[src/design/ddlrc_defines.svh]
// constants for the dual dac load and reset control block
`ifndef DDLRC_DEFINES_SVH
`define DDLRC_DEFINES_SVH

`define DDLRC_CMD_WR_INPUT    4'h1
`define DDLRC_CMD_UPD_DAC     4'h2
`define DDLRC_CMD_WR_UPD      4'h3
`define DDLRC_CMD_MASK_LOAD   4'h5
`define DDLRC_CMD_SOFT_RESET  4'h6
`define DDLRC_CMD_REF_SETUP   4'h7
`define DDLRC_CMD_MSB         23
`define DDLRC_CMD_LSB         20
`define DDLRC_ADDR_MSB        19
`define DDLRC_ADDR_LSB        16
`define DDLRC_ADDR_CH_A       0
`define DDLRC_ADDR_CH_B       1
`define DDLRC_DATA_MSB        15
`define DDLRC_DATA_LSB        6
`define DDLRC_MASK_A_BIT      0
`define DDLRC_MASK_B_BIT      3
`define DDLRC_REF_BIT         0
`define DDLRC_MASK_MSB        3
`define DDLRC_MASK_LSB        0
`define DDLRC_MASK_RESET      4'h0
`define DDLRC_REF_RESET       1'h0
`define DDLRC_CODE_ZERO       10'h000
`define DDLRC_CODE_MID        10'h200

`endif

[src/design/ddlrc_pkg.sv]
// types for the dual dac load and reset control block
package ddlrc_pkg;
	typedef enum logic [1:0] {
		DDLRC_INIT,
		DDLRC_RUN
	} ddlrc_phase_type;

	typedef struct packed {
		logic [3:0]  cmd;
		logic [3:0]  addr;
		logic [15:0] data;
	} ddlrc_frame_type;

	typedef struct packed {
		logic [9:0] code_a;
		logic [9:0] code_b;
	} ddlrc_codes_type;
endpackage : ddlrc_pkg

[src/design/ddlrc_code_store.sv]
// two-entry code store with registered read-out, one entry per channel
`timescale 1ns/10ps
`default_nettype none
module ddlrc_code_store #(
	parameter int WIDTH = 10
) (
	input  wire logic             core_clk,
	input  wire logic             sys_rst,
	input  wire logic [1:0]       wr_en,
	input  wire logic [WIDTH-1:0] wr_data_a,
	input  wire logic [WIDTH-1:0] wr_data_b,
	input  wire logic [WIDTH-1:0] init_code,
	input  wire logic             init_en,
	output logic      [WIDTH-1:0] rd_data_a,
	output logic      [WIDTH-1:0] rd_data_b
);
	typedef struct packed {
		logic [WIDTH-1:0] a;
		logic [WIDTH-1:0] b;
	} ddlrc_store_type;

	ddlrc_store_type st_q;
	ddlrc_store_type st_d;

	always_comb begin
		st_d = st_q;
		if (init_en) begin
			st_d.a = init_code;
			st_d.b = init_code;
		end else begin
			if (wr_en[0]) begin
				st_d.a = wr_data_a;
			end
			if (wr_en[1]) begin
				st_d.b = wr_data_b;
			end
		end
	end

	always_ff @(posedge core_clk) begin
		if (sys_rst) begin
			st_q <= '0;
		end else begin
			st_q <= st_d;
		end
	end

	assign rd_data_a = st_q.a;
	assign rd_data_b = st_q.b;
endmodule : ddlrc_code_store
`default_nettype wire

[src/design/ddlrc_top.sv]
// load strobe, mask, reset and reference control for a two-channel dac
// What this block does
// - command 0101 loads mask from DB3..DB0
// - mask load ignores channel address
// - mask bits reset to zero
// - masked channel ignores strobe falling edges
// - mask B at DB3, A at DB0
// - 0001 writes input; dac only if strobe low
// - 0010 copies input to dac register
// - 0011 writes input and dac register
// - strobe falling edge loads unmasked dac registers
// - strobe held low: mask bits ignored
// - reset low clears outputs per level select
// - outputs keep cleared value after reset release
// - no output update while reset low
// - command 0110 returns dac to power-on code
// - strobe ignored during power-on reset
// - initialization waits for reset release
// - power-up zero or midscale by level select
// - outputs hold power-up level until write
// - command 0111 loads reference off bit
// - reference bit resets to zero, on
// - frame is command, msb, lsb bytes
// - 0001 with strobe low updates on frame end
// - deferred update on later strobe falling edge
`timescale 1ns/10ps
`default_nettype none
`include "ddlrc_defines.svh"
module ddlrc_top #(
	parameter int CODE_W = 10
) (
	input  wire logic                     core_clk,
	input  wire logic                     sys_rst,
	input  wire logic                     frame_valid,
	input  wire ddlrc_pkg::ddlrc_frame_type frame,
	input  wire logic                     load_strobe_n,
	input  wire logic                     hw_reset_n,
	input  wire logic                     power_up_level_select,
	output logic      [CODE_W-1:0]        dac_code_a,
	output logic      [CODE_W-1:0]        dac_code_b,
	output logic      [CODE_W-1:0]        input_code_a,
	output logic      [CODE_W-1:0]        input_code_b,
	output logic      [3:0]               load_strobe_mask,
	output logic                          reference_off,
	output logic                          init_done
);
	typedef struct packed {
		logic [1:0]             strobe_sync;
		logic [1:0]             rst_sync;
		logic [1:0]             sel_sync;
		logic                   strobe_prev;
		ddlrc_pkg::ddlrc_phase_type phase;
		logic                   done;
		logic [3:0]             mask;
		logic                   ref_off;
		logic [CODE_W-1:0]      in_a;
		logic [CODE_W-1:0]      in_b;
		logic [CODE_W-1:0]      dac_a;
		logic [CODE_W-1:0]      dac_b;
	} ddlrc_state_type;

	ddlrc_state_type s_q;
	ddlrc_state_type s_d;

	logic [1:0]        dac_wr;
	logic [CODE_W-1:0] dac_wd_a;
	logic [CODE_W-1:0] dac_wd_b;
	logic [CODE_W-1:0] clear_code;
	logic              clear_en;
	logic [CODE_W-1:0] store_a;
	logic [CODE_W-1:0] store_b;
	logic [CODE_W-1:0] wdata;
	logic [1:0]        ch_sel;
	logic              strobe_lvl;
	logic              strobe_fall;
	logic              rst_low;

	// second stages only; first sync stages feed nothing else
	assign strobe_lvl  = s_q.strobe_sync[1];
	assign strobe_fall = s_q.strobe_prev & ~strobe_lvl;
	assign rst_low     = ~s_q.rst_sync[1];
	assign wdata       = frame.data[`DDLRC_DATA_MSB:`DDLRC_DATA_LSB];
	assign ch_sel[0]   = frame.addr[`DDLRC_ADDR_CH_A];
	assign ch_sel[1]   = frame.addr[`DDLRC_ADDR_CH_B];
	assign clear_code  = s_q.sel_sync[1] ? `DDLRC_CODE_MID : `DDLRC_CODE_ZERO;

	always_comb begin
		s_d             = s_q;
		dac_wr          = 2'h0;
		dac_wd_a        = s_q.in_a;
		dac_wd_b        = s_q.in_b;
		clear_en        = 1'b0;
		s_d.strobe_sync = {s_q.strobe_sync[0], load_strobe_n};
		s_d.rst_sync    = {s_q.rst_sync[0], hw_reset_n};
		s_d.sel_sync    = {s_q.sel_sync[0], power_up_level_select};
		s_d.strobe_prev = strobe_lvl;
		// extra stage after the store so the code outputs leave a flop of this module
		s_d.dac_a       = store_a;
		s_d.dac_b       = store_b;
		case (s_q.phase)
			ddlrc_pkg::DDLRC_INIT: begin
				// strobe activity and frames are dropped until reset pin releases
				clear_en = 1'b1;
				s_d.in_a = clear_code;
				s_d.in_b = clear_code;
				if (!rst_low) begin
					s_d.phase = ddlrc_pkg::DDLRC_RUN;
					s_d.done  = 1'h1;
				end
			end
			ddlrc_pkg::DDLRC_RUN: begin
				if (rst_low) begin
					// hold cleared while the pin is low; nothing else is accepted
					clear_en = 1'b1;
					s_d.in_a = clear_code;
					s_d.in_b = clear_code;
				end else begin
					// strobe edge copies input to dac for unmasked channels
					if (strobe_fall) begin
						dac_wr = ~{s_q.mask[`DDLRC_MASK_B_BIT],
							s_q.mask[`DDLRC_MASK_A_BIT]};
					end
					if (frame_valid) begin
						case (frame.cmd)
							`DDLRC_CMD_WR_INPUT: begin
								if (ch_sel[0]) s_d.in_a = wdata;
								if (ch_sel[1]) s_d.in_b = wdata;
								// pin level decides; mask plays no part here
								if (!strobe_lvl) begin
									dac_wr   = dac_wr | ch_sel;
									dac_wd_a = ch_sel[0] ? wdata : s_q.in_a;
									dac_wd_b = ch_sel[1] ? wdata : s_q.in_b;
								end
							end
							`DDLRC_CMD_UPD_DAC: begin
								dac_wr = dac_wr | ch_sel;
							end
							`DDLRC_CMD_WR_UPD: begin
								if (ch_sel[0]) s_d.in_a = wdata;
								if (ch_sel[1]) s_d.in_b = wdata;
								dac_wr   = dac_wr | ch_sel;
								dac_wd_a = ch_sel[0] ? wdata : s_q.in_a;
								dac_wd_b = ch_sel[1] ? wdata : s_q.in_b;
							end
							`DDLRC_CMD_MASK_LOAD: begin
								// address field deliberately not decoded
								s_d.mask = frame.data[`DDLRC_MASK_MSB:`DDLRC_MASK_LSB];
							end
							`DDLRC_CMD_SOFT_RESET: begin
								clear_en    = 1'b1;
								dac_wr      = 2'h0;
								s_d.in_a    = clear_code;
								s_d.in_b    = clear_code;
								s_d.mask    = `DDLRC_MASK_RESET;
								s_d.ref_off = `DDLRC_REF_RESET;
							end
							`DDLRC_CMD_REF_SETUP: begin
								s_d.ref_off = frame.data[`DDLRC_REF_BIT];
							end
							default: begin
							end
						endcase
					end
				end
			end
			default: begin
				s_d.phase = ddlrc_pkg::DDLRC_INIT;
				s_d.done  = 1'h0;
			end
		endcase
	end

	always_ff @(posedge core_clk) begin
		if (sys_rst) begin
			s_q             <= '0;
			s_q.strobe_sync <= 2'h3;
			s_q.strobe_prev <= 1'b1;
			s_q.phase       <= ddlrc_pkg::DDLRC_INIT;
			s_q.mask        <= `DDLRC_MASK_RESET;
			s_q.ref_off     <= `DDLRC_REF_RESET;
		end else begin
			s_q <= s_d;
		end
	end

	// dac registers live in the store; cleared value held until reprogrammed
	ddlrc_code_store #(
		.WIDTH(CODE_W)
	) u_store (
		.core_clk  (core_clk),
		.sys_rst   (sys_rst),
		.wr_en     (dac_wr),
		.wr_data_a (dac_wd_a),
		.wr_data_b (dac_wd_b),
		.init_code (clear_code),
		.init_en   (clear_en),
		.rd_data_a (store_a),
		.rd_data_b (store_b)
	);

	assign dac_code_a       = s_q.dac_a;
	assign dac_code_b       = s_q.dac_b;
	assign input_code_a     = s_q.in_a;
	assign input_code_b     = s_q.in_b;
	assign load_strobe_mask = s_q.mask;
	assign reference_off    = s_q.ref_off;
	assign init_done        = s_q.done;
endmodule : ddlrc_top
`default_nettype wire

[config.mk]
export PLATFORM = sky130hd
export DESIGN_NAME = ddlrc_top
export DESIGN_NICKNAME = d
export VERILOG_FILES = /design/src/design/ddlrc_pkg.sv /design/src/design/ddlrc_code_store.sv /design/src/design/ddlrc_top.sv
export VERILOG_INCLUDE_DIRS = /design/src /design/src/design
export SDC_FILE = /design/constraint.sdc
export NUM_CORES = 1
export LEC_CHECK = 0
export ABC_CLOCK_PERIOD_IN_PS = 1450
export BUFFER_PORTS_ARGS = -buffer_cell sky130_fd_sc_hd__buf_2
export CAP_MARGIN = 20
export CORE_ASPECT_RATIO = 0.5
export CORE_MARGIN = 3
export CORE_UTILIZATION = 42
export CTS_BUF_LIST = sky130_fd_sc_hd__clkbuf_16
export DETAILED_ROUTE_END_ITERATION = 7
export PLACE_DENSITY = 0.69
export RECOVER_POWER = 25
export SLEW_MARGIN = 20
export SYNTH_ARGS = -nofsm -noshare
export SYNTH_HDL_FRONTEND = slang
export SYNTH_SLANG_ARGS = --single-unit
[constraint.sdc]
create_clock -name core_clk -period 1.45 [get_ports core_clk]
set_input_delay 0.29 -clock core_clk [delete_from_list [all_inputs] [get_ports core_clk]]
set_output_delay 0.29 -clock core_clk [all_outputs]
set_load 0.02 [all_outputs]
==> results of run 1 <==
registers in the layout, indices dropped and copies added (netlist names):
signal	cells
u_store.rd_data_b	10
input_code_b	10
s_d	4
s_q	3
dac_code_a	10
dac_code_b	10
init_done	1
load_strobe_mask	4
u_store.rd_data_a	10
input_code_a	10
reference_off	1
logic make-up (layout without fill, tap and decap cells):
| family | count (synthesis) | after routing | synth area share [%] |
|---|---|---|---|
| flops | 73 | 73 | 44.8 |
| compound gates | 58 | 58 | 11.4 |
| xor+xnor | 1 | 1 | 0.269 |
| simple gates | 109 | 109 | 17.5 |
| mux | 39 | 39 | 12.7 |
| buf+inv | 66 | 119 | 13.3 |
per-stage QoR:
stage | power, mW | hold slack [ns] | cells | TNS (ns)
final | 4.27 | 0.135 | 495 | -0.246
after floorplan | 2.21 | 0.389 | 346 | -0.0232
after detailed placement | 2.33 | 0.400 | 477 | -6.69
after global placement | 2.33 | 0.392 | 477 | -6.40
after CTS | 4.33 | 0.123 | 493 | -0.123
after global routing | 4.43 | 0.136 | 495 | -1.63
final timing paths:
path	start	end	slack, ns	cells after the start
setup / recovery	init_done	u_store.rd_data_b[8]	-0.04	7
hold / removal	load_strobe_n	s_d[54]	0.14	2
setup reg to reg	init_done	u_store.rd_data_b[8]	-0.04	7
hold reg to reg	s_d[54]	s_d[48]	0.41	1
power breakdown:
group,total [mW],switching [mW],internal [mW]
Combinational,0.264,0.146,0.118
Sequential,2.03,0.00659,2.02
Clock,1.98,0.830,1.15
Total,4.27,0.982,3.29
what timing repair did:
action                                  CTS  global route
buffers inserted                          0             1
pin swaps                                 0             2
cloned                                    0             2
endpoints found under the setup margin   20            24
resized for setup                         6             5
metal layers:
metal  track usage, %  vias to the layer above  part of all wire (%)
met5                0                        -                     0
met1             19.9                     1126                    47
met4             5.51                        0                   1.1
li1                 -                     1251                     -
met2             24.6                       69                    45
met3             6.24                        6                   6.2
placed cells by master (no fill, tap or decap), drive strengths merged, types with 2 or more instances in the layout:
cell type | netlist | final
buf | 53 | 96
dfxtp | 73 | 73
nor2 | 28 | 28
nand3 | 27 | 27
nor2b | 25 | 25
o21ai | 22 | 22
mux2i | 21 | 21
mux2 | 18 | 18
a22oi | 18 | 18
clkbuf | 10 | 13
nand2 | 10 | 10
a21oi | 9 | 9
inv | 3 | 6
or2 | 4 | 4
nand2b | 4 | 4
or3 | 3 | 3
clkinv | 0 | 3
a211oi | 2 | 2
nand4bb | 2 | 2
a311o | 2 | 2
a31oi | 2 | 2
final cells by class:
type	instances	area (µm²)
clock buffer	9	225
clock inverter	7	45.0
fill	678	3440
inverter	3	11.3
multi-input combinational	207	1430
sequential	73	1470
tap	96	120
timing repair buffer	100	693
synthesized netlist by cell type, types with 3 or more instances:
| library cell | number |
|---|---|
| dfxtp_1 | 73 |
| buf_4 | 46 |
| nor2_1 | 28 |
| nand3_1 | 27 |
| nor2b_1 | 25 |
| mux2i_1 | 21 |
| o21ai_1 | 20 |
| a22oi_1 | 18 |
| mux2_2 | 18 |
| clkbuf_1 | 10 |
| nand2_1 | 10 |
| a21oi_1 | 9 |
| buf_2 | 5 |
| nand2b_1 | 4 |
| or2_2 | 4 |
| inv_1 | 3 |
| or3_1 | 3 |
==> metrics.csv, run 1 <==
stage,metric,value,unit
clocking,CTS sink cnt,73,
finish,Nets,424,
finish,Antenna diodes,0,
detailed_routing,vias per std cell,4.95,
placement,Setup WS pre-CTS,-0.307,ns
run_status,failing checks,negative setup slack,
synth,Gate Count Post-Synth,346,
finish,layout cell share with drive strength beyond 1,37.6,%
detailed_routing,DR WL/cell,14.4,µm
synth,synthesized area per cell,9.43,µm²
detailed_routing,Routed WL,7130,µm
synth,synth warn,0,
worst_setup_path,critical path class,reg2reg,
worst_setup_path,CP Buf/Inv Count,3,
finish,Post-Layout Inst Area,3990,µm²
clocking,hold_buf cts,0,
worst_setup_path,worst path cell trace,nand4b_1 > buf_6 > nor3_4 > buf_12 > buf_12 > mux2i_1 > o21ai_1,
clocking,TritonCTS buffer count,9,
synth,Syn Nets,376,
power_and_ir_drop,PD cells,1070,nW/µm²
synth,share of synthesized registers carrying an async set or reset,0,%
worst_setup_path,CP startpoint kind,register,
clocking,H-tree depth,3,
floorplanning,die footprint,8920,µm²
worst_setup_path,crit-path max FO,5,
run_status,status,finished with violations,
power_and_ir_drop,Lkg Pwr,1.61,nW
sta,pin slew with the least headroom to its limit,0.831,ns
floorplanning,I/O Pins,76,
synth,sequential area share after synthesis,44.8,%
detailed_routing,vias,2452,
min_path,Min-Delay Path Class,in2reg,
placement,Port Buffers,71,
sta,final setup margin,-0.0411,ns
placement,GP Congestion,0.790,
power_and_ir_drop,VDD IR max,785,µV
worst_setup_path,most frequent cell on the critical path,buf_12,
detailed_routing,Post-DRT Antenna Nets,0,
worst_setup_path,CP required,1.67,ns
finish,Final Util,53.7,%
synth,cell taking the most area after synthesis,dfxtp_1,
synth,Synth cell types,34,
synth,Post-Syn Area,3260,µm²
detailed_routing,DRT Pass-1 Iters,4,
global_routing,gr ovfl total,0,
job,max_cap viols,0,
placement,dpl hpwl,4900,µm
global_routing,vias in the first global route,2163,
sta,skew final,0.00541,ns
sta,crit share post-route,103,%
sta,fmax,671,MHz
floorplanning,starting density of the core,43.9,%
clocking,CTS tree,yes,
synth,#FFs+latches synth,73,
sta,# setup viols final,14,
synth,share of the synthesized area in the top cell type,44.8,%
synth,most used flip-flop cell after synthesis,dfxtp_1,
worst_setup_path,CP peak stage delay,0.34,ns
floorplanning,die width,131,µm
sta,Rel. slew slack,44.6,%
sta,Final Hold Fails,0,
detailed_routing,Initial DRC Count,128,
worst_setup_path,critical path endpoint category,register,
worst_setup_path,crit path DAT,1.71,ns
global_routing,largest net degree at the start of global routing,37,
sta,min cycle time layout,1.49,ns
synth,Post-synth EDFFs,0,
synth,dominant cells by area after synthesis,"dfxtp_1 45%, buf_4 11%, mux2i_1 6.4%",
global_routing,first-pass GRT wire length,10700,µm
placement,Placed Area,3630,µm²
floorplanning,Core ar.,7430,µm²
clocking,Clock transition at path regs,0.06,ns
finish,Area growth syn-to-layout,22.4,%
floorplanning,die height,68.3,µm
detailed_routing,number of remaining DRC errors,0,
floorplanning,num rows,22,
sta,RSZ-0062 raised after global routing,true,
global_routing,initial antenna violation count,0,
worst_setup_path,"CP delay by family, top",buffers and inverters,
clocking,Worst-Skew Late Latency,0.33,ns
clocking,CTS Root Buffer Type,clkbuf_16,
clocking,maximum clock insertion buffer count,2,
sta,max-slew violations,0,
worst_setup_path,CP max stage cell,dfxtp_4,
global_routing,gr usage total,15.7,%
No activity file was read; power rests on OpenSTA's default activity.
==> run 2: changes to the inputs <==
--- a/config.mk
+++ b/config.mk
@@ -6,8 +6,9 @@
 export SDC_FILE = /design/constraint.sdc
 export NUM_CORES = 1
 export LEC_CHECK = 0
+export ABC_AREA = 1
 export ABC_CLOCK_PERIOD_IN_PS = 1450
-export BUFFER_PORTS_ARGS = -buffer_cell sky130_fd_sc_hd__buf_2
+export BUFFER_PORTS_ARGS = -buffer_cell sky130_fd_sc_hd__clkbuf_2
 export CAP_MARGIN = 20
 export CORE_ASPECT_RATIO = 0.5
 export CORE_MARGIN = 3
==> metrics.csv, run 2 <==
stage,metric,value,unit,change
run_status,status,completed,,
global_routing,first-pass GRT wire length,12300,µm,+15%
finish,layout cell share with drive strength beyond 1,24.7,%,-13 points
synth,Post-synth EDFFs,0,,unchanged
synth,sequential area share after synthesis,42.6,%,-2.3 points
synth,Synth Area in XOR/XNOR,0,%,-0.27 points
power_and_ir_drop,PD cells,1140,nW/µm²,+6.8%
detailed_routing,DRT Pass-1 Iters,4,,unchanged
sta,Final Hold Fails,0,,unchanged
floorplanning,die height,69.9,µm,+2.4%
sta,max-slew violations,0,,unchanged
sta,fmax,726,MHz,+8.2%
worst_setup_path,CP max stage cell,clkbuf_1,,
synth,Synth Area in Adders,0,%,unchanged
placement,placed cells,624,,+31%
synth,#FFs+latches synth,73,,unchanged
clocking,TritonCTS buffer count,9,,unchanged
detailed_routing,vias,2953,,+20%
sta,setup tns final,0,ns,+0.246 ns
synth,share of the synthesized area in the top cell type,42.6,%,-2.3 points
power_and_ir_drop,Int Pwr,3.63,mW,+10%
sta,# setup viols final,0,,-14
detailed_routing,number of remaining DRC errors,0,,unchanged
floorplanning,die width,134,µm,+2.5%
min_path,Min-Delay Path Class,in2reg,,
job,max_cap viols,0,,unchanged
finish,Filler cells,770,,+14%
worst_setup_path,crit-path max FO,20,,+15
synth,share of synthesized registers carrying an async set or reset,0,%,unchanged
clocking,Clock transition at path regs,0.06,ns,about the same
global_routing,gr usage total,16.7,%,+1.0 points
power_and_ir_drop,Comb power frac,5.7,%,-0.5 points
sta,crit share post-route,95.0,%,-7.8 points
worst_setup_path,CP startpoint kind,input port,,
floorplanning,I/O Pins,76,,unchanged
clocking,H-tree depth,3,,unchanged
worst_setup_path,CP peak stage delay,0.67,ns,+0.33 ns
sta,pin slew with the least headroom to its limit,0.895,ns,+0.0649 ns
clocking,CTS Root Buffer Type,clkbuf_16,,
placement,dpl hpwl,5460,µm,+11%
global_routing,initial antenna violation count,0,,unchanged
synth,synth cell count leaders,"150 x nand2_1, 73 x dfxtp_1, 54 x inv_1",,
clocking,Worst-Skew Late Latency,0.34,ns,about the same
floorplanning,die footprint,9360,µm²,+4.9%
worst_setup_path,crit path DAT,1.64,ns,-0.07 ns
sta,skew final,0.00743,ns,+0.00202 ns
synth,Synth cell types,25,,-26%
synth,Synth Area in Simple Gates,24.5,%,+7.0 points
synth,Syn Nets,515,,+37%
power_and_ir_drop,sw frac,22.0,%,-1.0 points
placement,Port Buffers,71,,unchanged
detailed_routing,Routed WL,7550,µm,+5.9%
detailed_routing,Initial DRC Count,163,,+27%
synth,mux contribution to synthesized area,0,%,-13 points
finish,Area growth syn-to-layout,18.4,%,
floorplanning,Core ar.,7620,µm²,+2.6%
clocking,CTS tree,yes,,
clocking,CTS sink cnt,73,,unchanged
worst_setup_path,CP required,1.71,ns,+0.04 ns
power_and_ir_drop,Lkg Pwr,1.92,nW,+19%
synth,most used flip-flop cell after synthesis,dfxtp_1,,
finish,Nets,559,,+32%
power_and_ir_drop,switching power total,1.02,mW,+3.9%
sta,Rel. slew slack,40.3,%,-4.3 points
detailed_routing,Post-DRT Antenna Nets,0,,unchanged
sta,min cycle time layout,1.38,ns,-0.113 ns
synth,cell taking the most area after synthesis,dfxtp_1,,
synth,largest family of logic cells by synthesized area,simple AND/OR/NAND/NOR gates,,
power_and_ir_drop,sequential share of power,43.7,%,-3.7 points
finish,Layout Cells excl Fill,642,,+30%
worst_setup_path,critical path class,in2reg,,
synth,synthesized area per cell,7.08,µm²,-25%
floorplanning,starting density of the core,45.0,%,+1.2 points
synth,synth warn,0,,unchanged
detailed_routing,DR WL/cell,11.8,µm,-18%
global_routing,gr ovfl total,0,,unchanged
global_routing,vias in the first global route,2622,,+21%
power_and_ir_drop,Clk pwr share,50.6,%,+4.2 points
power_and_ir_drop,VDD IR max,602,µV,-23%
synth,dominant cells by area after synthesis,"dfxtp_1 43%, nand2_1 16%, buf_4 9.8%",,
finish,Antenna diodes,0,,unchanged
placement,GP Congestion,0.845,,+7.0%
finish,"commonest non-fill, non-tap cell in the layout",nand2_1,,
synth,Gate Count Post-Synth,485,,+40%
worst_setup_path,worst path cell trace,clkbuf_1 > inv_1 > clkbuf_1 > o21ai_0 > a21oi_1 > nand2_1 > o21ai_0,,
finish,most frequent cells in the layout,"149 x nand2_1, 71 x dfxtp_1, 69 x clkbuf_2",,
floorplanning,num rows,22,,unchanged
detailed_routing,vias per std cell,4.60,,-7.1%
synth,Synth Area in Compound Gates,13.8,%,+2.4 points
synth,Post-Syn Area,3430,µm²,+5.3%
synth,top-count cell post-synth,nand2_1,,
worst_setup_path,critical path endpoint category,register,,
global_routing,largest net degree at the start of global routing,25,,-32%
clocking,maximum clock insertion buffer count,2,,unchanged
==> run 2: changes by cell type in the layout (fill, tap and decap cells not counted), sizes merged, moves of 3 or more <==
cell / change
nand3: -7
nor2b: -25
nor2: -12
mux2i: -21
inv: +53
o21ai: +25
clkbuf: +69
mux2: -18
buf: -73
nand2: +145
or3: -3
a21oi: +36
a22oi: -18
nand2b: -4
==> run 2: layout make-up <==
class | instances | area (µm²) | area share (%)
sequential | 73 | 1470 | 36.1
clock inverter | 7 | 93.8 | 2.31
clock buffer | 9 | 225 | 5.54
timing repair buffer | 96 | 583 | 14.3
tap | 108 | 135 | 3.32
multi-input combinational | 289 | 1330 | 32.7
inverter | 60 | 233 | 5.72
==> run 2: final timing paths <==
check / startpoint / end / slack (ns) / cells past startpoint
setup / recovery: sys_rst / u_store.rd_data_b[8] / 0.07 / 7
hold / removal: load_strobe_n / s_d[54] / 0.14 / 2
setup reg to reg: init_done / u_store.rd_data_a[9] / 0.13 / 11
hold reg to reg: s_d[50] / s_q[50] / 0.40 / 2
==> run 2: power by group through the flow <==
| stage | clock network, mW | logic [mW] | registers, mW |
|---|---|---|---|
| 2_1_floorplan | 0 | 0.152 | 2.07 |
| 3_3_place_gp | 0 | 0.263 | 2.07 |
| 3_5_place_dp | 0 | 0.266 | 2.07 |
| 4_1_cts | 2.41 | 0.267 | 2.03 |
| 5_1_grt | 2.51 | 0.298 | 2.03 |
| 6_report | 2.35 | 0.265 | 2.03 |
==> run 2: metal layers <==
metal | GRT usage, % | up-vias | part of all wire (%)
li1 | - | 1559 | -
met5 | 0 | - | 0
met4 | 6.73 | 0 | 1.5
met1 | 20.7 | 1308 | 48
met3 | 6.04 | 9 | 6.7
met2 | 26.5 | 77 | 44
==> run 2: critical path, delay by kind of cell <==
family	cells	cell delay, ns
buffers and inverters	3	0.85
and+or+nand+nor	1	0.06
AOI/OAI and AO/OA	3	0.43
==> run 2: metrics by stage <==
stage	area (µm²)	worst slack [ns]	hold WS, ns	power, mW	util [%]
2_1_floorplan	3440	0.0569	0.388	2.22	-
3_3_place_gp	3720	-0.0959	0.391	2.33	48.8
3_5_place_dp	3720	-0.106	0.393	2.34	48.8
4_1_cts	4040	0.0277	0.125	4.71	53.0
5_1_grt	4070	-0.000702	0.134	4.83	53.3
6_report	4070	0.0720	0.139	4.64	53.3
==> run 2: kinds of logic after synthesis <==
| logic type | Yosys count |
|---|---|
| buffers and inverters | 123 |
| AND/OR/NAND/NOR | 197 |
| flip-flops | 73 |
| AO/OA/AOI/OAI | 92 |
==> run 2: repair_timing <==
action | in CTS | in global routing
setup endpoints to repair | 20 | 32
hold buffers | 0 | 0
buffers inserted | 0 | 2
resized for setup | 1 | 7
==> run 3: changes to the inputs <==
--- a/config.mk
+++ b/config.mk
@@ -7,15 +7,15 @@
 export NUM_CORES = 1
 export LEC_CHECK = 0
 export ABC_AREA = 1
-export ABC_CLOCK_PERIOD_IN_PS = 1450
+export ABC_CLOCK_PERIOD_IN_PS = 1600
 export BUFFER_PORTS_ARGS = -buffer_cell sky130_fd_sc_hd__clkbuf_2
 export CAP_MARGIN = 20
 export CORE_ASPECT_RATIO = 0.5
-export CORE_MARGIN = 3
+export CORE_MARGIN = 2
 export CORE_UTILIZATION = 42
 export CTS_BUF_LIST = sky130_fd_sc_hd__clkbuf_16
 export DETAILED_ROUTE_END_ITERATION = 7
-export PLACE_DENSITY = 0.69
+export PLACE_DENSITY = 0.68
 export RECOVER_POWER = 25
 export SLEW_MARGIN = 20
 export SYNTH_ARGS = -nofsm -noshare
==> constraint.sdc (replaced) <==
create_clock -name core_clk -period 1.6 [get_ports core_clk]
set_input_delay 0.32 -clock core_clk [delete_from_list [all_inputs] [get_ports core_clk]]
set_output_delay 0.32 -clock core_clk [all_outputs]
set_load 0.02 [all_outputs]
==> metrics.csv, run 3 (synthesis gave the netlist of run 2 again) <==
stage,metric,value,unit,change
power_and_ir_drop,PD cells,1060,nW/µm²,-7.5%
sta,setup tns final,0,ns,unchanged
finish,Post-Layout Inst Area,3980,µm²,-2.2%
sta,# setup viols final,0,,unchanged
sta,Final Hold Fails,0,,unchanged
global_routing,initial antenna violation count,0,,unchanged
sta,RSZ-0062 raised after global routing,false,,
global_routing,gr usage total,17.9,%,+1.2 points
placement,GP Congestion,0.851,,+0.75%
detailed_routing,vias,2959,,+0.20%
clocking,CTS Root Buffer Type,clkbuf_16,,
finish,Area growth syn-to-layout,15.7,%,
clocking,cts repair resizes,0,,-1
sta,skew final,0.00434,ns,-0.00309 ns
worst_setup_path,critical path class,in2reg,,
detailed_routing,DR WL/cell,12.0,µm,+1.7%
clocking,Clock transition at path regs,0.06,ns,about the same
clocking,TritonCTS buffer count,9,,unchanged
finish,most frequent cells in the layout,"150 x nand2_1, 73 x dfxtp_1, 69 x clkbuf_2",,
global_routing,first-pass GRT wire length,12300,µm,+0.28%
floorplanning,num rows,23,,+4.5%
clocking,hold_buf cts,0,,unchanged
clocking,CTS tree,yes,,
sta,Rel. slew slack,26.1,%,-14 points
worst_setup_path,crit-path max FO,26,,+30%
sta,crit share post-route,90.4,%,
floorplanning,Core ar.,7970,µm²,+4.5%
placement,Port Buffers,71,,unchanged
sta,worst hold margin,0.163,ns,+0.0246 ns
finish,Antenna diodes,0,,unchanged
clocking,CTS sink cnt,73,,unchanged
sta,fmax,692,MHz,
worst_setup_path,crit path DAT,1.67,ns,+0.03 ns
floorplanning,I/O Pins,76,,unchanged
sta,min cycle time layout,1.45,ns,
clocking,H-tree depth,3,,unchanged
floorplanning,die footprint,8960,µm²,-4.3%
worst_setup_path,critical path endpoint category,register,,
detailed_routing,DRT Pass-1 Iters,4,,unchanged
finish,layout cell share with drive strength beyond 1,22.5,%,-2.2 points
detailed_routing,Routed WL,7600,µm,+0.73%
clocking,Worst-Skew Late Latency,0.34,ns,about the same
global_routing,largest net degree at the start of global routing,27,,+8.0%
finish,"commonest non-fill, non-tap cell in the layout",nand2_1,,
global_routing,gr ovfl total,0,,unchanged
finish,Nets,549,,-1.8%
detailed_routing,Post-DRT Antenna Nets,0,,unchanged
placement,Placed Area,3650,µm²,-1.9%
detailed_routing,Initial DRC Count,196,,+20%
worst_setup_path,CP required,1.83,ns,+0.12 ns
global_routing,vias in the first global route,2701,,+3.0%
sta,max-slew violations,0,,unchanged
min_path,Min-Delay Path Class,in2reg,,
power_and_ir_drop,VDD IR max,535,µV,-11%
worst_setup_path,CP startpoint kind,input port,,
sta,pin slew with the least headroom to its limit,1.11,ns,+0.212 ns
floorplanning,starting density of the core,43.1,%,-2.0 points
detailed_routing,number of remaining DRC errors,0,,unchanged
power_and_ir_drop,Lkg Pwr,1.85,nW,-3.4%
floorplanning,die width,132,µm,-1.5%
detailed_routing,vias per std cell,4.65,,+1.1%
clocking,"Setup Fix Bufs, Post-CTS",0,,unchanged
clocking,maximum clock insertion buffer count,2,,unchanged
placement,dpl hpwl,5380,µm,-1.4%
job,max_cap viols,0,,unchanged
run_status,status,completed,,
floorplanning,die height,67.9,µm,-2.9%
==> run 3: changes by cell type in the layout (fill, tap and decap cells not counted), sizes merged <==
cell,before,now
clkinvlp,1,0
clkinv,5,7
inv,59,58
buf,23,13
==> run 3: critical path, cell delays in order <==
cell,delay (ns)
clkbuf_1,0.13
clkbuf_1,0.84
nor2_1,0.17
nand3_1,0.14
nand2_1,0.07
==> run 3: per-stage QoR <==
stage	total power, mW	setup slack, ns	std cells	util (%)
floorplan	2.02	0.109	485	-
global placement	2.10	0.0575	620	45.8
detailed placement	2.10	0.0108	620	45.8
CTS	4.25	0.0512	636	49.8
global route	4.37	0.00368	636	49.9
finish	4.20	0.154	636	49.9
==> run 3: final cells by class <==
| type | instances | area (µm²) |
|---|---|---|
| Fill cell | 796 | 4000 |
| Sequential cell | 73 | 1460 |
| Multi-Input combinational cell | 289 | 1330 |
| Timing Repair Buffer | 86 | 495 |
| Inverter | 60 | 233 |
| Clock buffer | 9 | 225 |
| Tap cell | 112 | 140 |
| Clock inverter | 7 | 95.1 |
==> run 3: power by group <==
part	total (mW)	internal, mW	switching, mW	leakage [nW]
Clock	2.14	1.36	0.778	0.157
Sequential	1.84	1.83	0.00623	0.590
Combinational	0.224	0.0769	0.147	1.10
Total	4.20	3.27	0.932	1.85
==> run 3: routing by layer <==
metal,track usage (%),vias to the layer above,share of wire (%)
met5,0,-,0
met4,6.93,0,1.5
met3,6.81,12,6.3
met2,29.0,84,45
met1,22.0,1324,47
li1,-,1539,-
==> run 3: path summary, 6_finish.rpt <==
kind | slack, ns | startpoint | cells after the start | endpoint
min | 0.16 | load_strobe_n | 2 | s_d[54]
max | 0.15 | sys_rst | 5 | u_store.rd_data_b[2]
max reg2reg | 0.16 | init_done | 8 | input_code_b[6]
min reg2reg | 0.40 | s_d[52] | 2 | s_q[52]
